### src/lps_regs.svh
// constants of the schedule master: identifiers, lengths, timing
`ifndef LPS_REGS_SVH
`define LPS_REGS_SVH
`define LPS_CLK_NS      50
`define LPS_TICK_NS     1000000
`define LPS_ID_DIAG_REQ 6'h3C
`define LPS_ID_DIAG_RSP 6'h3D
`define LPS_ID_RSV_HI   5'h1F
`define LPS_DIAG_LEN    4'h8
`define LPS_MIN_SLOT    8'h01
`define LPS_LAST_IDX    3'h7
`define LPS_FIRST_IDX   3'h0
`define LPS_BYTE_ZERO   8'h00
`endif

### src/lps_pkg.sv
// types shared by the schedule master and its entry memory
package lps_pkg;
  typedef struct packed {
    logic       last;
    logic       pub;
    logic [3:0] len;
    logic [5:0] id;
    logic [7:0] dly;
  } lps_entry_type;

  typedef struct packed {
    logic       classic;
    logic [3:0] len;
    logic       pub;
    logic [7:0] pid;
  } lps_hdr_type;

  typedef enum logic [2:0] {LPS_IDLE, LPS_FETCH, LPS_WAIT, LPS_ISSUE, LPS_SLOT} lps_state_type;
endpackage

### src/lps_mem_if.sv
// read port between the sequencer and the entry memory
`timescale 1ns/100ps
interface lps_mem_if;
  import lps_pkg::*;
  logic          rd_en;
  logic [3:0]    rd_addr;
  lps_entry_type rd_data;
  modport master (output rd_en, output rd_addr, input rd_data);
  modport mem    (input rd_en, input rd_addr, output rd_data);
endinterface

### src/lps_entry_mem.sv
// two schedule tables of eight entries, registered read
`timescale 1ns/100ps
module lps_entry_mem
  import lps_pkg::*;
(
  input  wire logic          clk_i,     // system clock
  input  wire logic          reset_n_i, // async reset, low
  input  wire logic          we_i,      // write strobe
  input  wire logic [3:0]    waddr_i,   // {table, index}
  input  wire lps_entry_type wdata_i,   // entry to store
  lps_mem_if.mem             rd         // read port
);
  typedef struct packed {
    lps_entry_type rd_data;
  } lps_mem_state_type;

  lps_entry_type     mem [16];
  lps_mem_state_type s;
  lps_mem_state_type next_s;

  always_comb begin
    next_s = s;
    if (rd.rd_en) begin
      next_s.rd_data = mem[rd.rd_addr];
    end
  end

  always_ff @(posedge clk_i or negedge reset_n_i) begin
    if (!reset_n_i) begin
      s <= '0;
    end else begin
      s <= next_s;
    end
  end

  always_ff @(posedge clk_i) begin
    if (we_i) begin
      mem[waddr_i] <= wdata_i;
    end
  end

  assign rd.rd_data = s.rd_data;
endmodule

### src/lps_schedule_master.sv
// schedule master: runs the active table and issues frame headers
//
// Notes on behaviour
// - every header carries one eight-bit protected identifier byte.
// - bit 6 is XOR of id bits 0,1,2,4; bit 7 inverted XOR of 1,3,4,5.
// - the low six bits hold the frame identifier, 0 to 63.
// - 0x3C is the diagnostic request, 0x3D the diagnostic response.
// - 0x3E and 0x3F are reserved and never issued.
// - one table is active; its entries run in their stored order.
// - each issued entry gets its delay, at least one tick, as bus time before the next; reserved ones get none.
// - master sends only the header; data only when it publishes.
// - only the master switches tables, at the end of a table.
// - diagnostic frames always carry eight data bytes.
// - diagnostic frames always use the classic checksum.
// - longer diagnostic payloads span several consecutive eight-byte frames; the master issues one frame per table entry and splits no payload.
`timescale 1ns/100ps
`include "lps_regs.svh"
module lps_schedule_master
  import lps_pkg::*;
#(
  parameter int TICK_CYCLES = `LPS_TICK_NS / `LPS_CLK_NS
)(
  input  wire logic          clk_i,           // 20 MHz clock
  input  wire logic          reset_n_i,       // async reset, low
  input  wire logic          run_i,           // run the schedule
  input  wire logic          table_sel_i,     // table wanted next
  input  wire logic          enhanced_i,      // enhanced checksum for app frames
  input  wire logic          cfg_we_i,        // entry write strobe
  input  wire logic [3:0]    cfg_addr_i,      // {table, index}
  input  wire lps_entry_type cfg_data_i,      // entry to store
  input  wire logic          hdr_ready_i,     // header taken
  output logic               hdr_valid_o,     // header waiting
  output logic [7:0]         hdr_pid_o,       // protected identifier
  output logic [3:0]         hdr_len_o,       // data byte count
  output logic               hdr_pub_o,       // master publishes data
  output logic               hdr_classic_o,   // classic checksum
  input  wire logic          rx_valid_i,      // data byte strobe
  input  wire logic          rx_first_i,      // first byte of frame
  input  wire logic [7:0]    rx_byte_i,       // data byte
  output logic [7:0]         cks_o,           // running checksum
  output logic               active_table_o,  // active table
  output logic [2:0]         entry_idx_o,     // current entry
  output logic               reserved_skip_o  // reserved id skipped
);
  typedef struct packed {
    lps_state_type state;
    logic          tbl;
    logic [2:0]    idx;
    lps_entry_type ent;
    logic [15:0]   tick_cnt;
    logic [7:0]    slot;
    lps_hdr_type   b0;
    logic          v0;
    lps_hdr_type   b1;
    logic          v1;
    logic [7:0]    cur_pid;
    logic          cur_classic;
    logic [7:0]    acc;
    logic [7:0]    cks;
    logic          skip;
  } lps_main_state_type;

  lps_main_state_type s;
  lps_main_state_type next_s;
  lps_mem_if          mif ();

  function automatic logic [7:0] pid_of(input logic [5:0] id);
    pid_of = {~(id[1] ^ id[3] ^ id[4] ^ id[5]), id[0] ^ id[1] ^ id[2] ^ id[4], id};
  endfunction

  function automatic logic [7:0] add_carry(input logic [7:0] a, input logic [7:0] b);
    logic [8:0] sum;
    sum = {1'b0, a} + {1'b0, b};
    add_carry = sum[7:0] + {7'h00, sum[8]};
  endfunction

  function automatic logic is_diag(input logic [5:0] id);
    is_diag = (id == `LPS_ID_DIAG_REQ) || (id == `LPS_ID_DIAG_RSP);
  endfunction

  lps_entry_mem u_mem (
    .clk_i     (clk_i),
    .reset_n_i (reset_n_i),
    .we_i      (cfg_we_i),
    .waddr_i   (cfg_addr_i),
    .wdata_i   (cfg_data_i),
    .rd        (mif.mem)
  );

  assign mif.rd_en   = (s.state == LPS_FETCH);
  assign mif.rd_addr = {s.tbl, s.idx};

  logic        tick;
  logic        advance;
  lps_hdr_type hdr;

  always_comb begin
    next_s  = s;
    tick    = (s.tick_cnt == 16'(TICK_CYCLES - 1));
    advance = 1'b0;
    next_s.skip = 1'b0;
    hdr.pid     = pid_of(s.ent.id);
    hdr.len     = is_diag(s.ent.id) ? `LPS_DIAG_LEN : s.ent.len;
    hdr.classic = is_diag(s.ent.id) ? 1'b1 : ~enhanced_i;
    // request published by master, response by the addressed slave
    hdr.pub = is_diag(s.ent.id) ? (s.ent.id == `LPS_ID_DIAG_REQ) : s.ent.pub;
    if (s.v0 && hdr_ready_i) begin
      next_s.cur_pid     = s.b0.pid;
      next_s.cur_classic = s.b0.classic;
      next_s.b0 = s.b1;
      next_s.v0 = s.v1;
      next_s.v1 = 1'b0;
    end
    unique case (s.state)
      LPS_IDLE: begin
        if (run_i) begin
          next_s.tbl   = table_sel_i;
          next_s.idx   = `LPS_FIRST_IDX;
          next_s.state = LPS_FETCH;
        end
      end
      LPS_FETCH: next_s.state = LPS_WAIT;
      LPS_WAIT: begin
        next_s.ent   = mif.rd_data;
        next_s.state = LPS_ISSUE;
      end
      LPS_ISSUE: begin
        if (s.ent.id[5:1] == `LPS_ID_RSV_HI) begin
          next_s.skip = 1'b1;
          advance     = 1'b1;
        end else if (!s.v1) begin
          if (!next_s.v0) begin
            next_s.b0 = hdr;
            next_s.v0 = 1'b1;
          end else begin
            next_s.b1 = hdr;
            next_s.v1 = 1'b1;
          end
          next_s.tick_cnt = '0;
          next_s.slot  = (s.ent.dly < `LPS_MIN_SLOT) ? `LPS_MIN_SLOT : s.ent.dly;
          next_s.state = LPS_SLOT;
        end
      end
      LPS_SLOT: begin
        next_s.tick_cnt = tick ? '0 : s.tick_cnt + 16'h0001;
        if (tick) begin
          if (s.slot == `LPS_MIN_SLOT) begin
            advance = 1'b1;
          end else begin
            next_s.slot = s.slot - `LPS_MIN_SLOT;
          end
        end
      end
    endcase
    if (advance) begin
      if (s.ent.last || (s.idx == `LPS_LAST_IDX)) begin
        next_s.idx = `LPS_FIRST_IDX;
        next_s.tbl = table_sel_i;
      end else begin
        next_s.idx = s.idx + 3'h1;
      end
      next_s.state = run_i ? LPS_FETCH : LPS_IDLE;
    end
    if (rx_valid_i) begin
      // enhanced frames seed with the identifier, classic with zero
      next_s.acc = add_carry(rx_first_i ? (next_s.cur_classic ? `LPS_BYTE_ZERO : next_s.cur_pid) : s.acc,
                             rx_byte_i);
      next_s.cks = ~next_s.acc;
    end
  end

  always_ff @(posedge clk_i or negedge reset_n_i) begin
    if (!reset_n_i) begin
      s <= '0;
    end else begin
      s <= next_s;
    end
  end

  assign hdr_valid_o     = s.v0;
  assign hdr_pid_o       = s.b0.pid;
  assign hdr_len_o       = s.b0.len;
  assign hdr_pub_o       = s.b0.pub;
  assign hdr_classic_o   = s.b0.classic;
  assign cks_o           = s.cks;
  assign active_table_o  = s.tbl;
  assign entry_idx_o     = s.idx;
  assign reserved_skip_o = s.skip;

  // cycles spent in the current slot, for checking only
  logic [31:0] slot_cycles;
  always_ff @(posedge clk_i or negedge reset_n_i) begin
    if (!reset_n_i) begin
      slot_cycles <= '0;
    end else begin
      slot_cycles <= (s.state == LPS_SLOT) ? slot_cycles + 32'h1 : '0;
    end
  end
  logic [7:0] slot_len;
  always_ff @(posedge clk_i or negedge reset_n_i) begin
    if (!reset_n_i) begin
      slot_len <= '0;
    end else if (s.state == LPS_ISSUE) begin
      slot_len <= next_s.slot;
    end
  end
endmodule

### config.mk
export PLATFORM = sky130hd
export DESIGN_NAME = lps_schedule_master
export DESIGN_NICKNAME = d
export VERILOG_FILES = /design/src/lps_pkg.sv /design/src/lps_mem_if.sv /design/src/lps_entry_mem.sv /design/src/lps_schedule_master.sv
export VERILOG_INCLUDE_DIRS = /design/src
export SDC_FILE = /design/constraint.sdc
export NUM_CORES = 1
export LEC_CHECK = 0
export BUFFER_PORTS_ARGS = -buffer_cell sky130_fd_sc_hd__buf_2
export CAP_MARGIN = 20
export CELL_PAD_IN_SITES_DETAIL_PLACEMENT = 0
export CELL_PAD_IN_SITES_GLOBAL_PLACEMENT = 2
export CORE_MARGIN = 5
export CORE_UTILIZATION = 45
export DETAILED_ROUTE_END_ITERATION = 10
export PLACE_DENSITY_LB_ADDON = 0.1
export SLEW_MARGIN = 20
export SYNTH_ARGS = -nofsm -noshare
export SYNTH_HDL_FRONTEND = slang
export SYNTH_SLANG_ARGS = --single-unit
export TNS_END_PERCENT = 100
### constraint.sdc
create_clock -name clk_i -period 6.4 [get_ports clk_i]
set_input_delay 0.32 -clock clk_i [delete_from_list [all_inputs] [get_ports clk_i]]
set_output_delay 0.32 -clock clk_i [all_outputs]
set_load 0.01 [all_outputs]
==> reports/metrics.yaml, run 1 <==
status: "finished, final reports clean"
area_growth_pct: 13.9
setup_viol: 0
initial_core_util_pct: 45.2
peakVddDrop_uv: 239
die_area_um2: 45000
clockRootBuffer: "clkbuf_16"
fin_skew_ns: 0.0290
viasPerCell: 5.45
crit_arrival_ns: 4.81
synthArstFlopShare_pct: 28.4
fill_cells: 3361
whs_ns: 0.0932
synth_warnings: 0
yosysTopAreaCellShare_pct: 52.3
regArea_um2: 12800
fin_util_pct: 51.5
drv_slew: 0
yosys.cell_types.count: 61
cp.buffers_inverters: 2
postCtsSetupBuffers: 0
leakage_nw: 7.63
worst_path_most_repeated_cell: "ha_1"
worstMarginPinSlew_ns: 0.992
clock_path_buffers: 3
clock.fmax_ghz: 0.230
final_area_um2: 20900
layout-drive-gt1-share_pct: 29.0
crit_type: "reg2reg"
critPathMaxFanout: 24
hold_depth: 3
cts_tree: "done"
overflow: 0
multi_input_comb_area_um2: 5170
ys.flop_type: "edfxtp_1"
yosysSeqAreaShare_pct: 69.6
final_common_cell: "edfxtp_1"
cp-start-kind: "flop"
p_total_mw: 7.21
reg2reg_depth: 19
numCtsBuffers: 49
gp_congestion: 0.766
synth_nets: 1137
antenna_found_initial: 3
routed_wl_um: 39500
yosys-top-cells-area: "edfxtp_1 (52%), dfrtp_1 (17%), mux4_2 (12%)"
path_delay_family: "adder cells"
cts_hold_buf: 3
syn_area_per_cell_um2: 17.1
grt_pass1_wl_um: 61600
mostFrequentLayoutCells: "edfxtp_1 (320), dfrtp_1 (123), mux4_2 (100)"
postRouteAntennaNets: 0
finalCritPeriodShare_pct: 67.9
hp-class: "in2reg"
cp.depth: 19
period_needed_ns: 4.35
layout.nets: 1210
cp_slowest_cell: "mux2i_1"
drtPass1Iterations: 4
placed_cell_area_um2: 19300
syn_inst: 1077
grtUsageTotal_pct: 18.1
clkLatencyLatePin_ns: 0.60
slew_headroom_pct: 33.8
grt_max_degree: 65
cpPeakStageDelay_ns: 0.64
yosys.area.top_type: "edfxtp_1"
die_w_um: 212
ys_ff_latch: 447
path_cells: "nand2_1, buf_4, mux2i_1, nand3_1, o21ai_0, ha_1, inv_1, fa_1, nand2b_1, a21oi_1, o31ai_1, nand2b_1, a21o_1, ha_1, ha_1, and2_1, nand4_1, xnor2_1, mux2_2"
rsz0062_at_grt: "no"
io_buffers: 68
ioPinCount: 69
via_count: 9395
dpl.hpwl_um: 22800
finalHoldViolations: 0
crit_path_end_kind: "flop"
core-area_um2: 40600
cap_violations: 0
cts_resized: 0
h-tree-depth: 2
drt_iter0_drc: 837
wire_per_inst_um: 22.9
synth_edf_count: 320
cp.required_ns: 6.86
synth_area_um2: 18400
cts_sinks: 447
rows: 74
setup_tns_ns: 0
power_density_nw_per_um2: 344
drc: 0
path_clk_slew_ns: 0.06
grt_pass1_vias: 9978
die_h_um: 212
## metal layers
layer  wire length (µm)  vias to the layer above  track usage [%]  share of wire (%)
met1              18000                     4817             26.2                 46
met5                  7                        -                0              0.018
met3               1850                       58             3.02                4.7
met2              19000                      182             29.0                 48
li1                   -                     4336                -                  -
met4                635                        2             4.71                1.6
## sequential cells by signal, summed over array words and instances (netlist names)
name,count
s,73
hdr,6
active_table_o,1
entry_idx_o,3
hdr_pub_o,1
hdr_len_o,4
cks_o,8
hdr_pid_o,8
hdr_valid_o,1
u_mem.rd.rd_data,20
u_mem.mem,320
hdr_classic_o,1
reserved_skip_o,1
## worst paths after layout
kind                                       start                       end  slack (ns)
max in group asynchronous              reset_n_i  active_table_o$_DFF_PN0_        4.72
hold reg to reg                s[32]$_DFFE_PN0P_         s[32]$_DFFE_PN0P_        0.48
setup / recovery           hdr_valid_o$_DFF_PN0_      cks_o[6]$_DFFE_PN0P_        2.05
setup reg to reg           hdr_valid_o$_DFF_PN0_      cks_o[6]$_DFFE_PN0P_        2.05
min in group asynchronous              reset_n_i         s[74]$_DFFE_PN0P_        0.31
hold / removal                             run_i        s[104]$_DFFE_PN0P_        0.09
## tightest hold or removal path, delay by kind of cell
| kind | cells | cell delay (ns) |
|---|---|---|
| compound gates | 1 | 0.11 |
| buf+inv | 2 | 0.17 |
## logic make-up after synthesis
kind of cell / after synthesis / share of synthesized area, %
and+or+nand+nor: 200 / 5.27
DFF: 447 / 69.6
muxes: 166 / 16.2
AOI/OAI and AO/OA: 128 / 4.21
xor gates and xnor gates: 16 / 0.762
buffers and inverters: 101 / 2.67
adders and majority gates: 19 / 1.33
## cell usage after synthesis, types with 4 or more instances
| cell type | count |
|---|---|
| nand2_1 | 56 |
| and3_1 | 8 |
| nor4_1 | 4 |
| o21ai_1 | 11 |
| edfxtp_1 | 320 |
| nor2_1 | 59 |
| buf_2 | 9 |
| nand3_1 | 24 |
| nand2b_1 | 6 |
| a22oi_1 | 5 |
| a31oi_1 | 11 |
| ha_1 | 18 |
| o21ai_0 | 41 |
| a21oi_1 | 30 |
| mux4_2 | 100 |
| nand4_1 | 5 |
| xnor2_1 | 12 |
| dfrtp_1 | 127 |
| xor2_1 | 4 |
| nand3b_1 | 5 |
| nor3_1 | 14 |
| buf_4 | 23 |
| clkbuf_1 | 35 |
| inv_1 | 29 |
| mux2i_1 | 15 |
| mux2_2 | 50 |
## where the power goes
part	internal (mW)	leakage, nW	switching [mW]
clock network	1.66	0.789	1.16
logic	0.472	2.37	0.490
registers	3.26	4.47	0.173
## cell type report
class	count	share of cell area, %
Tap cell	532	3.18
Timing Repair Buffer	94	2.68
Inverter	29	0.520
Clock buffer	62	6.23
Clock inverter	30	1.55
Multi-Input combinational cell	529	24.7
Sequential cell	447	61.1
Antenna cell	1	0.0120
## per-stage QoR
step / cells / setup WS, ns
6_report: 1724 / 2.05
3_5_place_dp: 1628 / 1.99
5_1_grt: 1723 / 1.60
3_3_place_gp: 1628 / 2.06
2_1_floorplan: 1077 / 2.62
4_1_cts: 1723 / 2.00
(Power assumes the default switching activity.)
==> inputs of run 2 (changes only) <==
--- a/config.mk
+++ b/config.mk
@@ -6,12 +6,13 @@
 export SDC_FILE = /design/constraint.sdc
 export NUM_CORES = 1
 export LEC_CHECK = 0
+export ABC_AREA = 1
 export BUFFER_PORTS_ARGS = -buffer_cell sky130_fd_sc_hd__buf_2
 export CAP_MARGIN = 20
 export CELL_PAD_IN_SITES_DETAIL_PLACEMENT = 0
 export CELL_PAD_IN_SITES_GLOBAL_PLACEMENT = 2
 export CORE_MARGIN = 5
-export CORE_UTILIZATION = 45
+export CORE_UTILIZATION = 42
 export DETAILED_ROUTE_END_ITERATION = 10
 export PLACE_DENSITY_LB_ADDON = 0.1
 export SLEW_MARGIN = 20
==> constraint.sdc (replaced) <==
create_clock -name clk_i -period 4 [get_ports clk_i]
set_input_delay 0.2 -clock clk_i [delete_from_list [all_inputs] [get_ports clk_i]]
set_output_delay 0.2 -clock clk_i [all_outputs]
set_load 0.01 [all_outputs]
==> run 2 against run 1 <==
Setup slack worse by 1.7 ns. Routed wire length rose by 21%. Fmax is 20% higher. Critical path depth is 5 higher. Flip-flop and latch count unchanged. Hold slack worse by 0.037 ns. Synthesized cell count grew 64%. Critical path type unchanged. Register-to-register slack got worse by 1.7 ns. Clock-buffer cell count grew 1.
==> reports/metrics.yaml, run 2 <==
status: "finished, final reports clean"
largest_reg_flops: 320  # unchanged
setup_tns_ns: 0  # unchanged
yosys.cell_types.count: 48  # -21%
die_h_um: 225  # +6.1%
core-area_um2: 45600  # +12%
ioPinCount: 69  # unchanged
path_clk_slew_ns: 0.06  # about the same
final_area_um2: 22100  # +5.8%
min-delay-start: "hdr_ready_i"
clock_path_buffers: 3  # unchanged
io_buffers: 68  # unchanged
hold_depth: 4  # +1
postRouteAntennaNets: 0  # unchanged
synth_nets: 1821  # +60%
viasPerCell: 5.18  # -4.9%
clock.fmax_ghz: 0.275  # +20%
path_cells: "nand2_2, mux2i_1, inv_1, nor2_1, nand2_1, o21ai_0, ha_1, inv_1, fa_1, inv_1, nand2_1, nand3_1, a21oi_1, o21bai_1, ha_1, ha_1, inv_1, nor2_1, nand3_1, nor2_1, nand2_1, nand2_1, nand3_1, nor2b_1"
clockRootBuffer: "clkbuf_16"
drt_iter0_drc: 957  # +14%
cp.required_ns: 4.47  # -2.39 ns
via_count: 12811  # +36%
h-tree-depth: 2  # unchanged
gp_congestion: 0.795  # +3.8%
fin_skew_ns: 0.0205  # -0.00851 ns
yosys.area.top_type: "edfxtp_1"
wire_per_inst_um: 19.3  # -16%
crit_arrival_ns: 4.11  # -0.70 ns
drtPass1Iterations: 5  # +1
synth_warnings: 0  # unchanged
routed_wl_um: 47600  # +21%
grtUsageTotal_pct: 18.8  # +0.68 points
p_total_mw: 10.7  # +48%
crit_path_end_kind: "flop"
finalCritPeriodShare_pct: 90.9  # +23 points
setup_viol: 0  # unchanged
grt_pass1_vias: 12519  # +25%
final_cells: 2472  # +43%
ys_ff_latch: 447  # unchanged
worst_hold_path.endpoint: "s[17]$_DFF_PN0_"
rsz0062_at_grt: "no"
path_delay_family: "simple AND/OR/NAND/NOR gates"
worstMarginPinSlew_ns: 0.946  # -0.0464 ns
r2r-end: "s[15]$_DFFE_PN0P_"
mostFrequentLayoutCells: "nand2_1 (440), edfxtp_1 (320), nor2_1 (150)"
placed_cell_area_um2: 20300  # +5.3%
internal_power_mw: 8.18  # +52%
timing.rr.start: "hdr_valid_o$_DFF_PN0_"
cpPeakStageDelay_ns: 0.41  # -0.23 ns
place_ws_ns: 0.354  # -1.64 ns
grt_pass1_wl_um: 74200  # +20%
grt_max_degree: 81  # +25%
antenna_found_initial: 2  # -1
placedCellCount: 2356  # +45%
p_switching_mw: 2.51  # +38%
hp-class: "in2reg"
synth_edf_count: 320  # unchanged
synthArstFlopShare_pct: 28.4  # unchanged
initial_core_util_pct: 42.6  # -2.6 points
final_common_cell: "nand2_1"
p_seq_share_pct: 49.4  # +1.8 points
pwr-share-comb_pct: 8.7  # -4.6 points
syn_inst: 1761  # +64%
slew_headroom_pct: 36.8  # +2.9 points
clkPwrFrac_pct: 41.9  # +2.9 points
r2r_slack_ns: 0.37  # -1.69 ns
fill_cells: 4180  # +24%
cts_tree: "done"
yosys-top-cells-area: "edfxtp_1 (49%), dfrtp_1 (16%), nand2_1 (8.5%)"
ys.flop_type: "edfxtp_1"
die_area_um2: 50700  # +13%
cp-start-kind: "flop"
leakage_nw: 8.97  # +18%
layout-drive-gt1-share_pct: 13.1  # -16 points
numCtsBuffers: 50  # +2.0%
cp.buffers_inverters: 4  # +2
yosysSeqAreaShare_pct: 65.8  # -3.7 points
yosys-top-cells-count: "nand2_1 (440), edfxtp_1 (320), nor2_1 (167), dfrtp_1 (127), nand3_1 (104)"
cp_slowest_cell: "fa_1"
die_w_um: 225  # +6.1%
peakVddDrop_uv: 474  # +98%
reg2reg_depth: 24  # +5
yosysTopAreaCellShare_pct: 49.5  # -2.8 points
drc: 0  # unchanged
regMostFlops: "u_mem.mem"
critPathMaxFanout: 4  # -83%
rows: 78  # +5.4%
dpl.hpwl_um: 27900  # +22%
syn_area_per_cell_um2: 11.0  # -35%
drv_slew: 0  # unchanged
finalHoldViolations: 0  # unchanged
layout.nets: 1893  # +56%
cap_violations: 0  # unchanged
period_needed_ns: 3.63  # -0.712 ns
num_antenna_cells: 0  # -1
crit_type: "reg2reg"
synth_most_common_cell: "nand2_1"
p_sw_share_pct: 23.5  # -1.8 points
overflow: 0  # unchanged
clkLatencyLatePin_ns: 0.59  # about the same
cts_sinks: 447  # unchanged
power_density_nw_per_um2: 483  # +40%
postCtsSetupBuffers: 0  # unchanged
area_growth_pct: 13.9  # about the same
synth_area_um2: 19400  # +5.7%
worst_slack_ns: 0.366  # -1.69 ns
==> run 2: area by class of cell <==
class                           instances  area, µm²  area share [%]
Inverter                               86        333            1.50
Sequential cell                       447      12800            57.8
Clock buffer                           63       1320            5.96
Clock inverter                         28        278            1.25
Multi-Input combinational cell       1116       5760            26.0
Tap cell                              600        751            3.39
Timing Repair Buffer                  132        902            4.07
==> run 2: per-stage QoR <==
stage	hold slack, ns	util [%]
3_3_place_gp	0.153	44.5
2_1_floorplan	-0.0956	-
4_1_cts	0.0377	48.6
3_5_place_dp	0.155	44.5
6_report	0.0564	48.6
5_1_grt	0.0607	48.6
==> run 2: layer usage <==
layer | vias up | wire (µm) | share of wire [%] | GRT usage [%]
met1 | 6264 | 22300 | 47 | 26.4
met5 | - | 21 | 0.044 | 0
met4 | 4 | 1020 | 2.1 | 5.06
met2 | 188 | 22700 | 48 | 30.8
met3 | 77 | 1630 | 3.4 | 2.83
li1 | 6278 | - | - | -
==> run 2: repair_timing <==
action / in CTS / in global routing
setup endpoints to repair: 0 / 1
hold buffers: 25 / 0
endpoints found under the hold margin: 362 / 0
gates resized for setup: 0 / 1
==> run 2: cells by family after synthesis <==
family	count (synthesis)	share of synthesized area, %
multiplexers	21	1.21
adder cells (fa/ha/maj)	19	1.26
flip-flops	447	65.8
AO/OA/AOI/OAI	309	10.2
buffers and inverters	198	4.80
AND/OR/NAND/NOR	755	16.2
XOR/XNOR	12	0.541
==> run 2: power groups by stage <==
stage	Combinational (mW)	Clock (mW)	Sequential, mW
floorplan	0.646	0	5.35
global placement	0.918	0	5.37
detailed placement	0.914	0	5.37
CTS	0.939	4.61	5.28
global route	1.06	4.82	5.30
finish	0.929	4.48	5.28
==> run 2: worst register-to-register path: stages, from the launching register on <==
cell and delay (ns):
dfrtp_1 0.38, nand2_2 0.11, mux2i_1 0.20, inv_1 0.08, nor2_1 0.12, nand2_1 0.09, o21ai_0 0.10, ha_1 0.24
inv_1 0.07, fa_1 0.41, inv_1 0.11, nand2_1 0.09, nand3_1 0.13, a21oi_1 0.09, o21bai_1 0.14, ha_1 0.19
ha_1 0.17, inv_1 0.04, nor2_1 0.12, nand3_1 0.15, nor2_1 0.15, nand2_1 0.07, nand2_1 0.06, nand3_1 0.08
nor2b_1 0.15
==> run 2: how the worst max path moves through the flow <==
| stage | endpoint | cells after the start | from |
|---|---|---|---|
| final | s[15]$_DFFE_PN0P_ | 24 | hdr_valid_o$_DFF_PN0_ |
| after global routing | s[15]$_DFFE_PN0P_ | 24 | hdr_valid_o$_DFF_PN0_ |
| after CTS | s[15]$_DFFE_PN0P_ | 24 | hdr_valid_o$_DFF_PN0_ |
| after detailed placement | s[15]$_DFFE_PN0P_ | 24 | hdr_valid_o$_DFF_PN0_ |
| after global placement | s[15]$_DFFE_PN0P_ | 24 | hdr_valid_o$_DFF_PN0_ |
| after floorplan | s[15]$_DFFE_PN0P_ | 24 | hdr_valid_o$_DFF_PN0_ |
==> inputs of run 3 (changes only) <==
--- a/config.mk
+++ b/config.mk
@@ -12,7 +12,7 @@
 export CELL_PAD_IN_SITES_DETAIL_PLACEMENT = 0
 export CELL_PAD_IN_SITES_GLOBAL_PLACEMENT = 2
 export CORE_MARGIN = 5
-export CORE_UTILIZATION = 42
+export CORE_UTILIZATION = 40
 export DETAILED_ROUTE_END_ITERATION = 10
 export PLACE_DENSITY_LB_ADDON = 0.1
 export SLEW_MARGIN = 20
==> constraint.sdc (replaced) <==
create_clock -name clk_i -period 4 [get_ports clk_i]
set_input_delay 0.4 -clock clk_i [delete_from_list [all_inputs] [get_ports clk_i]]
set_output_delay 0.4 -clock clk_i [all_outputs]
set_load 0.01 [all_outputs]
==> run 3 against run 2 <==
First-iteration DRC count up 7.1%. Register-to-register slack improved by 0.03 ns. Hold slack better by 0.12 ns. Clock-buffer cell count is 6 higher. Flip-flop and latch count stayed put. Clock power shrank 4%. Sequential share of layout area is 0.69 points higher. Design area down 1.2%. Highest routed layer unchanged. Sequential power is essentially flat. Global-route usage fell by 0.46 points.
==> reports/metrics.yaml, run 3 (same netlist as run 2, synthesis figures left out) <==
initial_core_util_pct: 40.5  # -2.1 points
ioPinCount: 69  # unchanged
drv_slew: 0  # unchanged
fin_skew_ns: 0.0352  # +0.0147 ns
crit_arrival_ns: 4.08  # -0.03 ns
cpPeakStageDelay_ns: 0.40  # about the same
path_clk_slew_ns: 0.06  # about the same
p_sw_share_pct: 24.4  # +0.95 points
crit_type: "reg2reg"
wire_per_inst_um: 19.9  # +3.4%
drtPass1Iterations: 5  # unchanged
peakVddDrop_uv: 312  # -34%
rows: 80  # +2.6%
dpl.hpwl_um: 27700  # -0.55%
die_area_um2: 53100  # +4.8%
numCtsBuffers: 50  # unchanged
cap_violations: 0  # unchanged
hp-class: "in2reg"
largest_reg_flops: 320  # unchanged
finalCritPeriodShare_pct: 90.1  # -0.77 points
clkLatencyLatePin_ns: 0.60  # about the same
cp_slowest_cell: "fa_1"
postRouteAntennaNets: 0  # unchanged
drt_iter0_drc: 1025  # +7.1%
overflow: 0  # unchanged
crit_path_end_kind: "flop"
viasPerCell: 5.18  # about the same
die_h_um: 230  # +2.4%
gp_congestion: 0.770  # -3.2%
regMostFlops: "u_mem.mem"
setup_viol: 0  # unchanged
via_count: 12759  # -0.41%
grt_max_degree: 104  # +28%
clock.fmax_ghz: 0.278  # +0.86%
mostFrequentLayoutCells: "nand2_1 (440), edfxtp_1 (320), nor2_1 (151)"
cp-start-kind: "flop"
area_growth_pct: 12.6
fin_util_pct: 45.6  # -2.9 points
pwr-share-comb_pct: 8.7  # about the same
finalHoldViolations: 0  # unchanged
cts_tree: "done"
worstMarginPinSlew_ns: 0.993  # +0.0471 ns
critPathMaxFanout: 3  # -1
cp.required_ns: 4.48  # about the same
grt_pass1_vias: 12503  # -0.13%
layout-drive-gt1-share_pct: 13.1  # about the same
internal_power_mw: 7.92  # -3.2%
cp.buffers_inverters: 4  # unchanged
fill_cells: 4520  # +8.1%
leakage_nw: 8.85  # -1.4%
setup_tns_ns: 0  # unchanged
path_delay_family: "simple AND/OR/NAND/NOR gates"
clkPwrFrac_pct: 41.0  # -0.9 points
drc: 0  # unchanged
clock_path_buffers: 3  # unchanged
grt_pass1_wl_um: 75400  # +1.6%
postCtsSetupBuffers: 0  # unchanged
period_needed_ns: 3.60  # -0.0310 ns
p_seq_share_pct: 50.3  # +0.9 points
cts_sinks: 447  # unchanged
final_common_cell: "nand2_1"
p_switching_mw: 2.56  # +2.0%
grtUsageTotal_pct: 18.3  # -0.46 points
io_buffers: 68  # unchanged
layout.nets: 1867  # -1.4%
rsz0062_at_grt: "no"
power_density_nw_per_um2: 479  # -0.78%
antenna_found_initial: 3  # +1
status: "finished, final reports clean"
routed_wl_um: 49100  # +3.1%
h-tree-depth: 2  # unchanged
clockRootBuffer: "clkbuf_16"
core-area_um2: 47900  # +5.2%
slew_headroom_pct: 33.8  # -3.0 points
die_w_um: 230  # +2.4%
path_cells: "nand2_2, mux2i_1, inv_1, nor2_1, nand2_1, o21ai_0, ha_2, inv_1, fa_1, inv_1, nand2_1, nand3_1, a21oi_1, o21bai_1, ha_1, ha_1, inv_1, nor2_1, nand3_1, nor2_1, nand2_1, nand2_1, nand3_1, nor2b_1"
==> run 3: worst register-to-register path, cell delays in order, from the launching register on <==
cell      delay, ns
dfrtp_1        0.38
nand2_2        0.11
mux2i_1        0.19
inv_1          0.08
nor2_1         0.12
nand2_1        0.09
o21ai_0        0.11
ha_2           0.25
inv_1          0.06
fa_1           0.40
inv_1          0.10
nand2_1        0.09
nand3_1        0.13
a21oi_1        0.09
o21bai_1       0.15
ha_1           0.19
ha_1           0.16
inv_1          0.04
nor2_1         0.12
nand3_1        0.13
nor2_1         0.15
nand2_1        0.06
nand2_1        0.06
nand3_1        0.08
nor2b_1        0.14
==> run 3: area by class of cell <==
type / instances / area [µm²] / share of cell area, %
well taps: 615 / 769 / 3.52
flip-flops and latches: 447 / 12800 / 58.5
inverters: 86 / 333 / 1.52
diodes: 1 / 2.50 / 0.0114
multi-input cells: 1116 / 5760 / 26.3
clock buffers: 69 / 1370 / 6.28
clock inverters: 24 / 145 / 0.663
repair buffers: 106 / 698 / 3.19
==> run 3: timing repair <==
action,4_1_cts,5_1_grt
resized for setup,0,2
hold buffers,2,0
endpoints found under the setup margin,0,4
hold endpoints to repair,92,0
==> run 3: path summary, 6_finish.rpt <==
path	start	end	slack, ns	cells after the start
setup / recovery	hdr_valid_o$_DFF_PN0_	s[15]$_DFFE_PN0P_	0.40	24
hold / removal	cfg_data_i[9]	u_mem.mem[15][9]$_DFFE_PP_	0.17	1
setup reg to reg	hdr_valid_o$_DFF_PN0_	s[15]$_DFFE_PN0P_	0.40	24
hold reg to reg	cks_o[7]$_DFFE_PN0P_	cks_o[7]$_DFFE_PN0P_	0.48	2
max in group asynchronous	reset_n_i	s[10]$_DFFE_PN0P_	2.69	4
min in group asynchronous	reset_n_i	s[75]$_DFFE_PN0P_	0.26	2
==> run 3: through the flow <==
step	hold slack, ns	std cells	area [µm²]	total power, mW	setup WS [ns]
3_5_place_dp	0.465	2367	20300	6.29	0.158
4_1_cts	0.125	2462	21800	10.6	0.291
6_report	0.174	2464	21900	10.5	0.397
5_1_grt	0.153	2463	21900	11.0	0.00397
2_1_floorplan	0.104	1761	19400	5.99	0.509
3_3_place_gp	0.463	2367	20300	6.28	0.204
==> run 3: power groups by stage <==
stage          Combinational (mW)  Sequential [mW]  Clock [mW]
3_3_place_gp                0.914             5.37           0
3_5_place_dp                0.915             5.37           0
4_1_cts                     0.920             5.28        4.43
6_report                    0.909             5.28        4.30
2_1_floorplan               0.646             5.35           0
5_1_grt                      1.04             5.30        4.62
==> run 3: per-layer routing <==
| metal | global-route usage [%] | vias to the layer above | part of all wire (%) |
|---|---|---|---|
| met5 | 0 | - | 0.055 |
| met4 | 4.73 | 4 | 1.6 |
| met3 | 3.07 | 68 | 4.5 |
| met2 | 30.1 | 218 | 48 |
| met1 | 25.6 | 6243 | 46 |
| li1 | - | 6226 | - |
